===== config.mk =====
export PLATFORM = sky130hd
export DESIGN_NAME = dsp_data_address_generator
export DESIGN_NICKNAME = d
export VERILOG_FILES = /design/src/inc/agu_pkg.sv /design/src/design/xy_pointer_update.sv /design/src/design/dsp_data_address_generator.sv
export SDC_FILE = /design/constraint.sdc
export NUM_CORES = 1
export LEC_CHECK = 0
export BUFFER_PORTS_ARGS = -buffer_cell sky130_fd_sc_hd__buf_2
export CAP_MARGIN = 0
export CELL_PAD_IN_SITES_DETAIL_PLACEMENT = 1
export CELL_PAD_IN_SITES_GLOBAL_PLACEMENT = 1
export CORE_MARGIN = 2
export CORE_UTILIZATION = 34
export CTS_CLUSTER_DIAMETER = 80
export CTS_CLUSTER_SIZE = 14
export DETAILED_ROUTE_END_ITERATION = 7
export PLACE_DENSITY_LB_ADDON = 0.1
export SETUP_SLACK_MARGIN = 0.02
export SLEW_MARGIN = 20
export SYNTH_ARGS = -nofsm -noshare
export SYNTH_HDL_FRONTEND = slang
export SYNTH_SLANG_ARGS = --single-unit

===== constraint.sdc =====
create_clock -name clk -period 4.8 [get_ports clk]
set_input_delay 0.48 -clock clk [delete_from_list [all_inputs] [get_ports clk]]
set_output_delay 0.48 -clock clk [all_outputs]
set_load 0.05 [all_outputs]

===== src/inc/agu_pkg.sv =====
package agu_pkg;

  // ----------------------------------------------------------------
  // General register numbers
  // ----------------------------------------------------------------
  localparam logic [3:0] reg_r2 = 4'h2;
  localparam logic [3:0] reg_r3 = 4'h3;
  localparam logic [3:0] reg_r4 = 4'h4;
  localparam logic [3:0] reg_r5 = 4'h5;
  localparam logic [3:0] reg_r6 = 4'h6;
  localparam logic [3:0] reg_r7 = 4'h7;
  localparam logic [3:0] reg_r8 = 4'h8;
  localparam logic [3:0] reg_r9 = 4'h9;

  // ----------------------------------------------------------------
  // Steps and field layout
  // ----------------------------------------------------------------
  localparam logic [15:0] xy_step_word = 16'h0002;
  localparam logic [31:0] single_step_word = 32'h0000_0002;
  localparam logic [31:0] single_step_long = 32'h0000_0004;
  localparam int unsigned end_field_lsb = 16;
  localparam int unsigned start_field_lsb = 0;
  localparam int unsigned field_w = 16;
  localparam logic [31:0] bounds_reset = 32'h0000_0000;

  // ----------------------------------------------------------------
  // Modes
  // ----------------------------------------------------------------
  typedef enum logic [1:0] {xy_keep, xy_index, xy_inc} xy_mode_t;
  typedef enum logic [1:0] {s_keep, s_index, s_inc, s_dec} single_mode_t;

endpackage : agu_pkg


===== src/design/xy_pointer_update.sv =====
module xy_pointer_update
  import agu_pkg::*;
(
  // Pointer in
  input wire logic [31:0] pointer,
  input wire xy_mode_t mode,
  input wire logic [15:0] index,
  // Circular bounds
  input wire logic circular,
  input wire logic [15:0] start_field,
  input wire logic [15:0] end_field,
  // Result
  output logic [31:0] updated,
  output logic wrapped
);

  wire logic [15:0] step;
  wire logic [15:0] sum;
  wire logic end_hit;

  assign step = (mode == xy_index) ? index : xy_step_word;
  // Lower halfword only; carry out of bit 15 is dropped
  assign sum = 16'(pointer[15:0] + step);
  // Exact match only; overshoot carries on linearly
  assign end_hit = (pointer[15:1] == end_field[15:1]);
  assign wrapped = circular && (mode != xy_keep) && end_hit;

  always_comb begin
    if (mode == xy_keep) begin
      updated = pointer;
    end else if (wrapped) begin
      updated = {pointer[31:16], start_field[15:1], pointer[0]};
    end else begin
      updated = {pointer[31:16], sum};
    end
  end

endmodule : xy_pointer_update


===== src/design/dsp_data_address_generator.sv =====
// Operation
// - X pointer is R4 or R5, Y pointer is R6 or R7.
// - R8 indexes the X pointer, R9 indexes the Y pointer.
// - Dual modes: keep, add index, add two; X and Y independent.
// - X and Y word accesses issue together, pointer addresses only.
// - X/Y bus address uses pointer bits 15..1, bit 0 ignored.
// - X/Y bus ignores upper halfword; update writes lower halfword only.
// - Single pointer is one of R2..R5, indexed by R8.
// - Single modes: keep, add index, add two/four, pre-subtract two/four.
// - Pre-decrement subtracts first and drives the new address.
// - Dual and post-update single drive the old pointer, then write back.
// - Circular wrap only on dual moves; single moves update linearly.
// - X and Y circular enables; both set means only Y wraps.
// - Circular: old bits 15..1 equal end field load start, else add.
// - Wrap writes start into bits 15..1, keeps bit 0 and upper half.
// - Keep mode never wraps, even when the pointer equals the end.
// - Index-add wraps only on an exact end match.
// - Bounds register holds start and end fields, region up to 64 KB.
// - All address work and updates happen in the execute stage.
module dsp_data_address_generator
  import agu_pkg::*;
(
  // Clock and reset
  input wire logic clk,
  input wire logic rstn,
  // Register file read values
  input wire logic [31:0] reg_r2,
  input wire logic [31:0] reg_r3,
  input wire logic [31:0] reg_r4,
  input wire logic [31:0] reg_r5,
  input wire logic [31:0] reg_r6,
  input wire logic [31:0] reg_r7,
  input wire logic [31:0] reg_r8,
  input wire logic [31:0] reg_r9,
  // Status register circular enables
  input wire logic x_circular_enable,
  input wire logic y_circular_enable,
  // Bounds register load
  input wire logic bounds_load,
  input wire logic [31:0] bounds_value,
  // Dual move request
  input wire logic x_word_move,
  input wire logic x_pointer_sel,
  input wire xy_mode_t x_mode,
  input wire logic y_word_move,
  input wire logic y_pointer_sel,
  input wire xy_mode_t y_mode,
  // Single move request
  input wire logic single_move,
  input wire logic single_long_move,
  input wire logic [1:0] single_pointer_sel,
  input wire single_mode_t single_mode,
  // X/Y buses
  output logic [15:0] x_address_bus,
  output logic x_access,
  output logic [15:0] y_address_bus,
  output logic y_access,
  // Main bus
  output logic [31:0] main_address_bus,
  output logic main_access,
  output logic main_long,
  // Write back
  output logic x_wb_valid,
  output logic [3:0] x_wb_reg,
  output logic [31:0] x_wb_value,
  output logic y_wb_valid,
  output logic [3:0] y_wb_reg,
  output logic [31:0] y_wb_value,
  output logic s_wb_valid,
  output logic [3:0] s_wb_reg,
  output logic [31:0] s_wb_value,
  // Status
  output logic [31:0] circular_bounds_register,
  output logic x_wrapped,
  output logic y_wrapped,
  output logic odd_operand
);

  // ----------------------------------------------------------------
  // Registers
  // ----------------------------------------------------------------
  logic [31:0] bounds_q, bounds_d;
  logic [15:0] x_addr_q, y_addr_q;
  logic x_acc_q, y_acc_q;
  logic [31:0] m_addr_q;
  logic m_acc_q, m_long_q;
  logic x_wbv_q, y_wbv_q, s_wbv_q;
  logic [3:0] x_wbr_q, y_wbr_q, s_wbr_q;
  logic [31:0] x_wbd_q, y_wbd_q, s_wbd_q;
  logic x_wrap_q, y_wrap_q, odd_q;

  // ----------------------------------------------------------------
  // Helpers
  // ----------------------------------------------------------------
  // Raw register file read by number
  function automatic logic [31:0] file_read(input logic [3:0] num,
      input logic [31:0] r2, input logic [31:0] r3,
      input logic [31:0] r4, input logic [31:0] r5,
      input logic [31:0] r6, input logic [31:0] r7);
    logic [31:0] v;
    v = 32'h0000_0000;
    case (num)
      agu_pkg::reg_r2: v = r2;
      agu_pkg::reg_r3: v = r3;
      agu_pkg::reg_r4: v = r4;
      agu_pkg::reg_r5: v = r5;
      agu_pkg::reg_r6: v = r6;
      agu_pkg::reg_r7: v = r7;
      default: v = 32'h0000_0000;
    endcase
    return v;
  endfunction : file_read

  // Write back of the previous move is not in the file yet
  function automatic logic [31:0] forward(input logic [3:0] num,
      input logic [31:0] raw);
    logic [31:0] v;
    v = raw;
    if (x_wbv_q && x_wbr_q == num) begin
      v = x_wbd_q;
    end
    if (y_wbv_q && y_wbr_q == num) begin
      v = y_wbd_q;
    end
    if (s_wbv_q && s_wbr_q == num) begin
      v = s_wbd_q;
    end
    return v;
  endfunction : forward

  // X/Y bus address from a pointer
  function automatic logic [15:0] xy_bus(input logic [31:0] p);
    return {p[15:1], 1'b0};
  endfunction : xy_bus

  // ----------------------------------------------------------------
  // Request decode
  // ----------------------------------------------------------------
  wire logic dual_req;
  wire logic single_req;
  wire logic [3:0] x_num;
  wire logic [3:0] y_num;
  wire logic [3:0] s_num;

  assign dual_req = x_word_move || y_word_move;
  // Dual transfer owns the cycle; a clashing single request is dropped
  assign single_req = single_move && !dual_req;
  assign x_num = x_pointer_sel ? agu_pkg::reg_r5 : agu_pkg::reg_r4;
  assign y_num = y_pointer_sel ? agu_pkg::reg_r7 : agu_pkg::reg_r6;
  assign s_num = 4'(agu_pkg::reg_r2 + {2'b00, single_pointer_sel});

  // ----------------------------------------------------------------
  // Operand fetch with forwarding
  // ----------------------------------------------------------------
  logic [31:0] x_ptr;
  logic [31:0] y_ptr;
  logic [31:0] s_ptr;
  logic [31:0] x_idx;
  logic [31:0] y_idx;

  // Process form so the write back flops read inside forward wake it
  always_comb begin
    x_ptr = forward(x_num,
        file_read(x_num, reg_r2, reg_r3, reg_r4, reg_r5, reg_r6, reg_r7));
    y_ptr = forward(y_num,
        file_read(y_num, reg_r2, reg_r3, reg_r4, reg_r5, reg_r6, reg_r7));
    s_ptr = forward(s_num,
        file_read(s_num, reg_r2, reg_r3, reg_r4, reg_r5, reg_r6, reg_r7));
    x_idx = forward(agu_pkg::reg_r8, reg_r8);
    y_idx = forward(agu_pkg::reg_r9, reg_r9);
  end

  // ----------------------------------------------------------------
  // Circular bounds
  // ----------------------------------------------------------------
  wire logic [15:0] start_field;
  wire logic [15:0] end_field;
  wire logic x_circ;
  wire logic y_circ;

  assign start_field = bounds_q[start_field_lsb +: field_w];
  assign end_field = bounds_q[end_field_lsb +: field_w];
  // Only one pointer may wrap; Y takes precedence
  assign x_circ = x_circular_enable && !y_circular_enable;
  assign y_circ = y_circular_enable;
  assign bounds_d = bounds_load ? bounds_value : bounds_q;

  // ----------------------------------------------------------------
  // Dual pointer updates
  // ----------------------------------------------------------------
  wire logic [31:0] x_next;
  wire logic [31:0] y_next;
  wire logic x_wrap;
  wire logic y_wrap;

  xy_pointer_update u_x_update (
    .pointer(x_ptr),
    .mode(x_mode),
    .index(x_idx[15:0]),
    .circular(x_circ),
    .start_field(start_field),
    .end_field(end_field),
    .updated(x_next),
    .wrapped(x_wrap)
  );

  xy_pointer_update u_y_update (
    .pointer(y_ptr),
    .mode(y_mode),
    .index(y_idx[15:0]),
    .circular(y_circ),
    .start_field(start_field),
    .end_field(end_field),
    .updated(y_next),
    .wrapped(y_wrap)
  );

  // ----------------------------------------------------------------
  // Single pointer update, always linear over 32 bits
  // ----------------------------------------------------------------
  wire logic [31:0] s_step;
  wire logic [31:0] s_next;
  wire logic [31:0] s_addr;

  assign s_step = single_long_move ? single_step_long : single_step_word;
  assign s_next = (single_mode == s_index) ? 32'(s_ptr + x_idx) :
                  (single_mode == s_inc) ? 32'(s_ptr + s_step) :
                  (single_mode == s_dec) ? 32'(s_ptr - s_step) :
                  s_ptr;
  // Pre-decrement drives the new value, the rest the old one
  assign s_addr = (single_mode == s_dec) ? s_next : s_ptr;

  // ----------------------------------------------------------------
  // Operand alignment watch
  // ----------------------------------------------------------------
  wire logic odd_d;

  // Bit 0 is a software duty; flagged here, never corrected
  assign odd_d = (x_word_move && (x_ptr[0] || (x_mode == xy_index &&
                  x_idx[0]))) ||
                 (y_word_move && (y_ptr[0] || (y_mode == xy_index &&
                  y_idx[0]))) ||
                 ((x_circ || y_circ) && dual_req &&
                  (start_field[0] || end_field[0]));

  // ----------------------------------------------------------------
  // Execute stage registers
  // ----------------------------------------------------------------
  always_ff @(posedge clk) begin
    if (!rstn) begin
      bounds_q <= bounds_reset;
    end else begin
      bounds_q <= bounds_d;
    end
  end

  // X and Y addresses latch on the same edge
  always_ff @(posedge clk) begin
    if (!rstn) begin
      x_addr_q <= 16'h0000;
      y_addr_q <= 16'h0000;
      x_acc_q <= 1'b0;
      y_acc_q <= 1'b0;
    end else begin
      x_addr_q <= x_word_move ? xy_bus(x_ptr) : x_addr_q;
      y_addr_q <= y_word_move ? xy_bus(y_ptr) : y_addr_q;
      x_acc_q <= x_word_move;
      y_acc_q <= y_word_move;
    end
  end

  always_ff @(posedge clk) begin
    if (!rstn) begin
      m_addr_q <= 32'h0000_0000;
      m_acc_q <= 1'b0;
      m_long_q <= 1'b0;
    end else begin
      m_addr_q <= single_req ? s_addr : m_addr_q;
      m_acc_q <= single_req;
      m_long_q <= single_req ? single_long_move : m_long_q;
    end
  end

  // Keep mode still writes back, with the value unchanged
  always_ff @(posedge clk) begin
    if (!rstn) begin
      x_wbv_q <= 1'b0;
      y_wbv_q <= 1'b0;
      x_wbr_q <= 4'h0;
      y_wbr_q <= 4'h0;
      x_wbd_q <= 32'h0000_0000;
      y_wbd_q <= 32'h0000_0000;
    end else begin
      x_wbv_q <= x_word_move;
      y_wbv_q <= y_word_move;
      x_wbr_q <= x_word_move ? x_num : x_wbr_q;
      y_wbr_q <= y_word_move ? y_num : y_wbr_q;
      x_wbd_q <= x_word_move ? x_next : x_wbd_q;
      y_wbd_q <= y_word_move ? y_next : y_wbd_q;
    end
  end

  always_ff @(posedge clk) begin
    if (!rstn) begin
      s_wbv_q <= 1'b0;
      s_wbr_q <= 4'h0;
      s_wbd_q <= 32'h0000_0000;
    end else begin
      s_wbv_q <= single_req;
      s_wbr_q <= single_req ? s_num : s_wbr_q;
      s_wbd_q <= single_req ? s_next : s_wbd_q;
    end
  end

  always_ff @(posedge clk) begin
    if (!rstn) begin
      x_wrap_q <= 1'b0;
      y_wrap_q <= 1'b0;
      odd_q <= 1'b0;
    end else begin
      x_wrap_q <= x_word_move && x_wrap;
      y_wrap_q <= y_word_move && y_wrap;
      odd_q <= odd_d;
    end
  end

  // ----------------------------------------------------------------
  // Outputs
  // ----------------------------------------------------------------
  assign x_address_bus = x_addr_q;
  assign x_access = x_acc_q;
  assign y_address_bus = y_addr_q;
  assign y_access = y_acc_q;
  assign main_address_bus = m_addr_q;
  assign main_access = m_acc_q;
  assign main_long = m_long_q;
  assign x_wb_valid = x_wbv_q;
  assign x_wb_reg = x_wbr_q;
  assign x_wb_value = x_wbd_q;
  assign y_wb_valid = y_wbv_q;
  assign y_wb_reg = y_wbr_q;
  assign y_wb_value = y_wbd_q;
  assign s_wb_valid = s_wbv_q;
  assign s_wb_reg = s_wbr_q;
  assign s_wb_value = s_wbd_q;
  assign circular_bounds_register = bounds_q;
  assign x_wrapped = x_wrap_q;
  assign y_wrapped = y_wrap_q;
  assign odd_operand = odd_q;

endmodule : dsp_data_address_generator


Word-level counts from Yosys, hierarchy flattened
Index checks and enable logic that the tools add are counted.

Equality and inequality tests: 40. Reductions and logical operators: 42. Multiplexer cells: 31. $add $sub $neg: 6.

Operators with widths (count): $pmux 32 s6 (3); $mux 32 (16); $mux 16 (9); $eq 3x3->1 const B (12); $eq 4x3->1 (9); $add 16x16->16 (2); $add 32x3->32 (1); $add 32x32->32 (1); $sub 32x3->32 (1); $eq 15x15->1 (2); $logic_and 1x1->1 (29); $eq 4x4->1 const B (6); $eq 3x2->1 const B (6); $logic_or 1x1->1 (7); $eq 2x1->1 const B (3); $eq 2x2->1 const B (2); $logic_not 2->1 (2); $reduce_bool 2->1 (2); $add 2x2->3 const A (1); $mux 3 (1); $logic_not 1->1 (2); $mux 1 (2).

Flip-flop bits (word level): 209. Output and inout port bits: 214. Logic and storage cells: 136. Bits of input ports: 307.

Depth between registers and ports, before layout
Gate-level depths: netlist (run 1).

Depth in word-level cells: 11. Gate-level depth with buffers: 20.

Modules after synthesis
Synthesis (run 1) repeated with hierarchy kept, for this count alone.

Cells, all modules: 2310. Area, all modules: 17732.0 um^2.

By module, submodules not included: dsp_data_address_generator (cells an instance 1864, area an instance 14646.5 um^2, times used 1); xy_pointer_update (cells an instance 223, area an instance 1542.7 um^2, times used 2).

Worst setup path after synthesis (run 1)
No wires, ideal clock.

Path type: input port to flip-flop. Start: input port single_pointer_sel[0]. End: register s_wbd_q[27] (netlist: s_wb_value[27]). Cell stages on the path: 20. Slack: 188 ps. Required time: 4667 ps. Buffers on the path: 4. Data arrival time: 4478 ps. Cells stage by stage: buf_4 -> buf_6 -> buf_4 -> buf_2 -> mux4_2 -> o21ai_0 -> a21oi_1 -> a21oi_1 -> inv_1 -> ha_1 -> o21ai_0 -> o21ai_0 -> a31o_2 -> nand3_1 -> a21oi_1 -> o21ai_0 -> nor3b_1 -> nor3_1 -> nor4_1 -> a211oi_1.

Word-level cells in the longest chain between the ends: 10. Elaborated cells on any way between the ends: 23. Classes of those cells: add/sub (4); eq/ne (9); mux (7); reduce/logical (3).

RTL lines: start, declared (line dsp_data_address_generator.sv:51) `input wire logic [1:0] single_pointer_sel,`; $add 2x2->3 * (line dsp_data_address_generator.sv:150) `assign s_num = 4'(agu_pkg::reg_r2 + {2'b00, single_pointer_sel});`; $eq 3x3->1 (tied with other cells) (line dsp_data_address_generator.sv:102) `case (num)`; $pmux 32 s6 or $logic_and 1x1->1 (tied branches) (line dsp_data_address_generator.sv:102, dsp_data_address_generator.sv:119); $mux 32 (line dsp_data_address_generator.sv:119) `if (x_wbv_q && x_wbr_q == num) begin`; $mux 32 (line dsp_data_address_generator.sv:122) `if (y_wbv_q && y_wbr_q == num) begin`; $mux 32 * (line dsp_data_address_generator.sv:125) `if (s_wbv_q && s_wbr_q == num) begin`; $sub 32x3->32 (line dsp_data_address_generator.sv:228) `(single_mode == s_dec) ? 32'(s_ptr - s_step) :`; $mux 32 (line dsp_data_address_generator.sv:228); $mux 32 (line dsp_data_address_generator.sv:227) `(single_mode == s_inc) ? 32'(s_ptr + s_step) :`; $mux 32 * (line dsp_data_address_generator.sv:226) `assign s_next = (single_mode == s_index) ? 32'(s_ptr + x_idx) :`; end signal, assigned (line dsp_data_address_generator.sv:311) `s_wbd_q <= single_req ? s_next : s_wbd_q;`; end, declared (line dsp_data_address_generator.sv:89) `logic [31:0] x_wbd_q, y_wbd_q, s_wbd_q;`.

Every way passes the cells marked *; elsewhere a longest branch is shown, timed or not. A chain may end at the register's enable or synchronous reset.

Worst setup path after layout (run 1)
Start: register x_wbv_q (netlist: x_wb_valid). End: register x_wbd_q[15] (netlist: x_wb_value[15]).

Word-level cells in the longest chain between the ends: 8. Elaborated cells on any way between the ends: 14. Classes of those cells: add/sub (1); eq/ne (1); mux (9); reduce/logical (3).

RTL lines: start, declared (line dsp_data_address_generator.sv:87) `logic x_wbv_q, y_wbv_q, s_wbv_q;`; start signal, assigned (line dsp_data_address_generator.sv:294) `x_wbv_q <= x_word_move;`; $logic_and 1x1->1 * (line dsp_data_address_generator.sv:119); $mux 32 * (line dsp_data_address_generator.sv:119); $mux 32 * (line dsp_data_address_generator.sv:122); $mux 32 * (line dsp_data_address_generator.sv:125); named net u_x_update.pointer[3] (line xy_pointer_update.sv:5) `input wire logic [31:0] pointer,`; parallel branches: the longest is 2 deep, another holds $add 16x16->16; $mux 16 * (line xy_pointer_update.sv:31) `end else if (wrapped) begin`; $mux 16 * (line xy_pointer_update.sv:29) `if (mode == xy_keep) begin`; end signal, assigned (line dsp_data_address_generator.sv:298) `x_wbd_q <= x_word_move ? x_next : x_wbd_q;`; end, declared (line dsp_data_address_generator.sv:89).

Mark *: on every way through the listed nets, which the timed path passes.

==> results.txt, run 1 <==
Slew HR = 0.244
Hold_buf cts = 0
Syn Inst Count = 2,025
Minimum clock period = 4.51 ns
Crit path max fanout = 6
Worst Hold Class = in2reg
Core box area = 46,800 um^2
TritonCTS clock tree = yes
Worst setup path start = x_wb_valid
Post-synth EDFFs = 0
FF-to-FF setup slack = 0.29 ns
Hold WS = 0.156 ns
Synth Area in Compound Gates = 0.255
RSZ-0062 raised after global routing = false
Pwr dens = 298 nW/um^2
Hold path start = bounds_value[26]
Synth cell types = 84
IO Port Bufs = 498
Routed wire length = 89,000 um
Avg Cell Area, Syn = 7.99 um^2
Clock Sinks = 204
First-pass GRT wire length = 129,000 um
Initial cell density of the core = 0.346
Overall routing resource usage = 0.349
Post-CTS sizing = 0
Seq cells post-synth = 204
Post-route ant nets = 0
Die Wd = 222 um
Iter 0 DRT Violations = 1,619
Worst setup SP type = register
Vias/cell = 5.83
GRT overflow = 0
Post-synthesis mux area share = 0.119
Syn-to-layout area delta = 28.0%
Fin cells = 3,173
Final routed DRC violation total = 0
# IOs = 521
Synth Area in XOR/XNOR = 0.0736
Setup-failing EPs final = 0
Fmax achieved = 222 MHz
Placed cell count = 3,129
CP Data Arrival Time = 4.97 ns
Die Height = 222 um
Placed inst area = 19,900 um^2
Peak supply drop = 0.239 mV
Worst setup margin = 0.288 ns
Ys Warns = 0
Layout Skew = 0.0199 ns
Post-route design area = 20,700 um^2
Worst reg2reg endpoint = x_wb_value[15]
Most frequent cells after synthesis = 207 x nor2_1, 204 x dfxtp_1, 194 x nand2_1
Pin count of the biggest net entering global routing = 78
Yosys top cell area share = 0.253
Number of setup buffers added after CTS = 0
Seq/Total Area, Yosys = 0.253
Layout cells sized above 1 = 0.317
Simple logic cell fraction of the synthesized area = 0.193
Pre-antenna DRT Iters = 5
Clock root buffer = clkbuf_16
Final Hold Viols = 0
DP Worst Slack = 0.0776 ns
Num CTS Buffers = 23
R2R Path Start = x_wb_valid
Critical Setup Path Class = reg2reg
Vias in the first global route = 19,000
Post-Synth Adder-Cell Area = 0.0580
Number of cells on the worst reg-to-reg path = 15
Die area = 49,300 um^2
Synthesized area = 16,200 um^2
Leakage power = 9.48 nW
# rows = 79
Cell with the most instances after synthesis = nor2_1
Hold depth = 3
Cell taking the most area after synthesis = dfxtp_1
Crit share post-route = 0.940
Crit. End Element = register
Fin nets = 2,926
Max-cap violation count = 0
Wire per inst = 28.1 um
Worst-Margin Slew = 1.12 ns
Hold Path End = circular_bounds_register[26]
Ranking of synthesized cells by area = dfxtp_1 25%, ha_1 5.2%, nor2_1 4.8%
Status = finished clean
GP Congestion = 0.945
CP required = 5.26 ns
Detailed-route via count = 18,500
Antenna violations before repair = 10
Final Slew Violations = 0
Primary FF master, synth = dfxtp_1
H-Tree Depth = 1
DP Wirelength = 71,700 um
Insertion delay to the later sink of the worst-skew pair = 0.57 ns
Sum Neg Setup Slack = 0 ns
CTS Buffer Depth = 3
Post-synthesis async set-or-reset flop share = 0
Clock slew at reported path FFs = 0.07 ns
Largest family of logic cells by synthesized area = compound AO/OA/AOI/OAI gates
## worst max-delay path: stages (launching register included)
cell,delay [ns]
dfxtp_1,0.47
and2_1,0.25
and2_1,0.31
a211oi_1,0.09
o31ai_1,0.83
ha_1,0.42
o21a_1,0.15
a21oi_1,0.24
o21ai_0,0.19
a41oi_1,0.33
a21oi_1,0.20
a211o_1,0.30
a21oi_1,0.17
xnor2_1,0.14
nor2_1,0.06
o221a_2,0.24
## metal layers
metal,track usage,part of all wire,vias up
li1,-,-,8466
met1,0.445,0.42,9249
met2,0.608,0.49,673
met3,0.0596,0.064,109
met4,0.0891,0.026,6
met5,0,0.00040,-
## cells by family after synthesis
family,after synthesis
flip-flops,204
buffers and inverters,188
XOR/XNOR,135
AO/OA/AOI/OAI,622
AND/OR/NAND/NOR,657
other,1
adder cells (fa/ha/maj),72
multiplexers,146
## through the flow
stage,total power (W),utilization
after floorplan,0.00343,-
after global placement,0.00430,0.426
after detailed placement,0.00434,0.427
after CTS,0.00619,0.442
after global routing,0.00642,0.442
final,0.00617,0.443
## cell type report
cell class	instances	area (um^2)
sequential	204	4080
inverter	43	164
clock buffer	25	593
tap	607	759
fill	5799	26100
timing repair buffer	637	3600
antenna	7	17.5
multi-input combinational	1638	11300
clock inverter	12	138
## report_power, final
group	leakage, nW	internal [W]	switching, W	total (W)
Sequential	1.68	0.00181	0.000163	0.00197
Clock	0.353	0.000969	0.000868	0.00184
Combinational	7.45	0.000829	0.00154	0.00237
Total	9.48	0.00361	0.00257	0.00617
## worst max path at each step
stage                                end  slack, ns  cells past startpoint
after global routing      s_wb_value[25]       0.04                     18
after CTS                 y_wb_value[14]       0.31                     16
after global placement    s_wb_value[25]       0.11                     19
final                     x_wb_value[15]       0.29                     15
after detailed placement  s_wb_value[25]       0.08                     19
after floorplan           s_wb_value[27]       0.19                     20
## layout by cell type, fill, tap and decap left out, types with 12 or more instances in the layout
cell type,Yosys,layout
nor2b_1,35,35
nor4_1,20,20
mux2i_1,76,76
a2111oi_0,18,18
a21o_1,29,29
a21oi_1,143,143
a31oi_1,23,23
and3_1,16,15
ha_1,67,67
nand2_1,194,194
o21ai_0,132,132
o21bai_1,12,12
buf_4,13,134
a31o_2,29,29
inv_1,39,38
nor2_1,207,203
nand4_1,17,17
mux2_2,37,37
xor2_1,70,70
nand3_1,55,55
mux4_2,33,33
o21a_1,12,12
buf_2,16,498
xnor2_1,64,64
a211oi_1,89,89
clkbuf_16,0,23
o31ai_1,24,24
dfxtp_1,204,204
a22oi_1,34,34
and2_1,34,34
nor3_1,27,26
(Power assumes the default switching activity.)
==> inputs of run 2 (changes only) <==
- ABC_AREA: default -> 1
- CORE_UTILIZATION: 34 -> 32
==> run 2 against run 1 <==
  * Power is 5.5% higher
  * Worst setup slack gained 0.053 ns
  * Hold slack lost 0.020 ns
  * Non-clock buffer count shrank 69
  * Critical path type unchanged
  * Critical endpoint is now x_wb_value[12]
==> results.txt, run 2 <==
H-Tree Depth = 1
CP max-delay cell = dfxtp_1
Syn Inst Count = 3,104
Sw frac = 0.448
Post-synthesis async set-or-reset flop share = 0
Sw Pwr = 0.00292 W
Die area = 59,000 um^2
CP Data Arrival Time = 4.90 ns
Syn-to-layout area delta = 22.0%
Post-synth EDFFs = 0
Cell with the most instances after synthesis = nand2_1
Core Util, Final = 0.395
Clock slew at reported path FFs = 0.07 ns
Vias in the first global route = 23,100
DP Wirelength = 87,400 um
Worst Hold Class = in2reg
Vias/cell = 5.38
Final Hold Viols = 0
Number of setup buffers added after CTS = 0
Critical path's top delay family = compound AO/OA/AOI/OAI gates
PnR Total Power = 0.00651 W
Insertion delay to the later sink of the worst-skew pair = 0.57 ns
CP Buf/Inv Count = 5
Fin nets = 3,924
Ys Warns = 0
Iter 0 DRT Violations = 1,650
Pre-antenna DRT Iters = 5
Minimum clock period = 4.46 ns
Sum Neg Setup Slack = 0 ns
Max-cap violation count = 0
Crit share post-route = 0.929
Worst-Margin Slew = 1.03 ns
Clock root buffer = clkbuf_16
Int Pwr = 0.00359 W
Pwr dens = 292 nW/um^2
IO Port Bufs = 498
Cell taking the most area after synthesis = dfxtp_1
TritonCTS clock tree = yes
Peak supply drop = 0.246 mV
Highest-count cells in the layout ignoring fill and taps = 972 x nand2_1, 498 x buf_2, 317 x nor2_1
GRT overflow = 0
First-pass GRT wire length = 152,000 um
Avg Cell Area, Syn = 5.88 um^2
Initial cell density of the core = 0.324
RSZ-0062 raised after global routing = false
Die Height = 243 um
Fin cells = 4,326
Seq/Total Area, Yosys = 0.224
Wire per inst = 24.4 um
Layout Skew = 0.0223 ns
Worst setup margin = 0.341 ns
Setup-failing EPs final = 0
Yosys top cell area share = 0.224
Ranking of synthesized cells by area = dfxtp_1 22%, nand2_1 20%, nor2_1 6.5%
# IOs = 521
Primary FF master, synth = dfxtp_1
Final Slew Violations = 0
Synth cell types = 56
Crit path max fanout = 11
GP Congestion = 1.00
Fmax achieved = 224 MHz
Worst path max stage delay = 0.46 ns
Overall routing resource usage = 0.343
Detailed-route via count = 23,300
FF-to-FF setup slack = 0.34 ns
CTS Buffer Depth = 3
Core box area = 56,400 um^2
Post-route ant nets = 0
Leakage power = 11.4 nW
Crit. End Element = register
Sequential power share = 0.301
Layout cells sized above 1 = 0.214
Antenna violations before repair = 17
CP required = 5.24 ns
Slew HR = 0.312
Die Wd = 243 um
Critical Setup Path Class = reg2reg
Synthesized area = 18,300 um^2
Worst setup SP type = register
Routed wire length = 105,000 um
Final routed DRC violation total = 0
Logic pwr share = 0.407
Most frequent cells after synthesis = 973 x nand2_1, 318 x nor2_1, 277 x inv_1
Commonest non-fill, non-tap cell in the layout = nand2_1
Clock power share = 0.292
Crit-path cells = inv_1 > nor2_1 > nand2_2 > inv_2 > a21oi_1 > a221oi_1 > buf_4 > inv_1 > ha_1 > fa_1 > nand3_1 > nand2_1 > a21boi_0 > o21ai_0 > inv_1 > o21a_1 > o21ai_0 > or2_2 > nand3_1 > nand3_1 > nand2_1 > a21oi_1
Pin count of the biggest net entering global routing = 63
Seq cells post-synth = 204
Num CTS Buffers = 23
Placed cell count = 4,276
Status = finished clean
Clock Sinks = 204
# rows = 87
DP Worst Slack = 0.155 ns
==> run 2: cell families (layout without fill, tap and decap cells) <==
| logic type | count (synthesis) | in the layout | share of synthesized area |
|---|---|---|---|
| AND/OR/NAND/NOR | 1624 | 1624 | 0.372 |
| AO/OA/AOI/OAI | 662 | 662 | 0.209 |
| buffers and inverters | 475 | 924 | 0.111 |
| flip-flops | 204 | 204 | 0.224 |
| adder cells (fa/ha/maj) | 72 | 72 | 0.0514 |
| XOR/XNOR | 65 | 65 | 0.0320 |
| other | 1 | 18 | 0.000205 |
| multiplexers | 1 | 1 | 0.000548 |
==> run 2: power by group through the flow <==
| stage | Combinational [W] | Clock [W] | Sequential [W] |
|---|---|---|---|
| detailed placement | 0.00262 | 0 | 0.00200 |
| finish | 0.00265 | 0.00190 | 0.00196 |
| global placement | 0.00257 | 0 | 0.00199 |
| CTS | 0.00263 | 0.00193 | 0.00196 |
| floorplan | 0.00130 | 0 | 0.00233 |
| global route | 0.00286 | 0.00198 | 0.00197 |
==> run 2: final timing paths <==
check / to / cells after the start / startpoint
setup reg to reg: x_wb_value[12] / 22 / s_wb_valid
setup / recovery: x_wb_value[12] / 22 / s_wb_valid
hold reg to reg: main_address_bus[21] / 2 / main_address_bus[21]
hold / removal: circular_bounds_register[10] / 3 / bounds_value[10]
==> run 2: worst register-to-register path, stage by stage (launching register included) <==
cell      delay (ns)
dfxtp_1         0.46
inv_1           0.11
nor2_1          0.17
nand2_2         0.10
inv_2           0.22
a21oi_1         0.15
a221oi_1        0.35
buf_4           0.21
inv_1           0.05
ha_1            0.24
fa_1            0.45
nand3_1         0.09
nand2_1         0.08
a21boi_0        0.39
o21ai_0         0.20
inv_1           0.09
o21a_1          0.14
o21ai_0         0.10
or2_2           0.29
nand3_1         0.18
nand3_1         0.11
nand2_1         0.10
a21oi_1         0.07
==> run 2: routing by layer <==
| layer | GRT usage | up-vias | part of all wire |
|---|---|---|---|
| met3 | 0.0439 | 143 | 0.064 |
| met2 | 0.571 | 775 | 0.46 |
| met5 | 0 | - | 0.00049 |
| met1 | 0.463 | 11400 | 0.44 |
| li1 | - | 11000 | - |
| met4 | 0.103 | 8 | 0.030 |
==> run 2: timing repair <==
item / 4_1_cts / 5_1_grt
hold buffers: 0 / 0
gates resized for setup: 0 / 1
setup endpoints to repair: 0 / 1
==> run 2: final cells by class <==
type | instances | area (um^2)
Antenna cell | 12 | 30.0
Clock buffer | 26 | 617
Clock inverter | 12 | 155
Fill cell | 7821 | 34100
Inverter | 318 | 1200
Multi-Input combinational cell | 2430 | 12200
Sequential cell | 204 | 4080
Tap cell | 756 | 946
Timing Repair Buffer | 568 | 3070
==> run 2: per-stage QoR <==
| stage | instance area [um^2] | hold WS [ns] |
|---|---|---|
| 5_1_grt | 22300 | 0.141 |
| 3_3_place_gp | 21500 | 0.450 |
| 4_1_cts | 22200 | 0.124 |
| 3_5_place_dp | 21500 | 0.459 |
| 6_report | 22300 | 0.136 |
| 2_1_floorplan | 18300 | 0.615 |
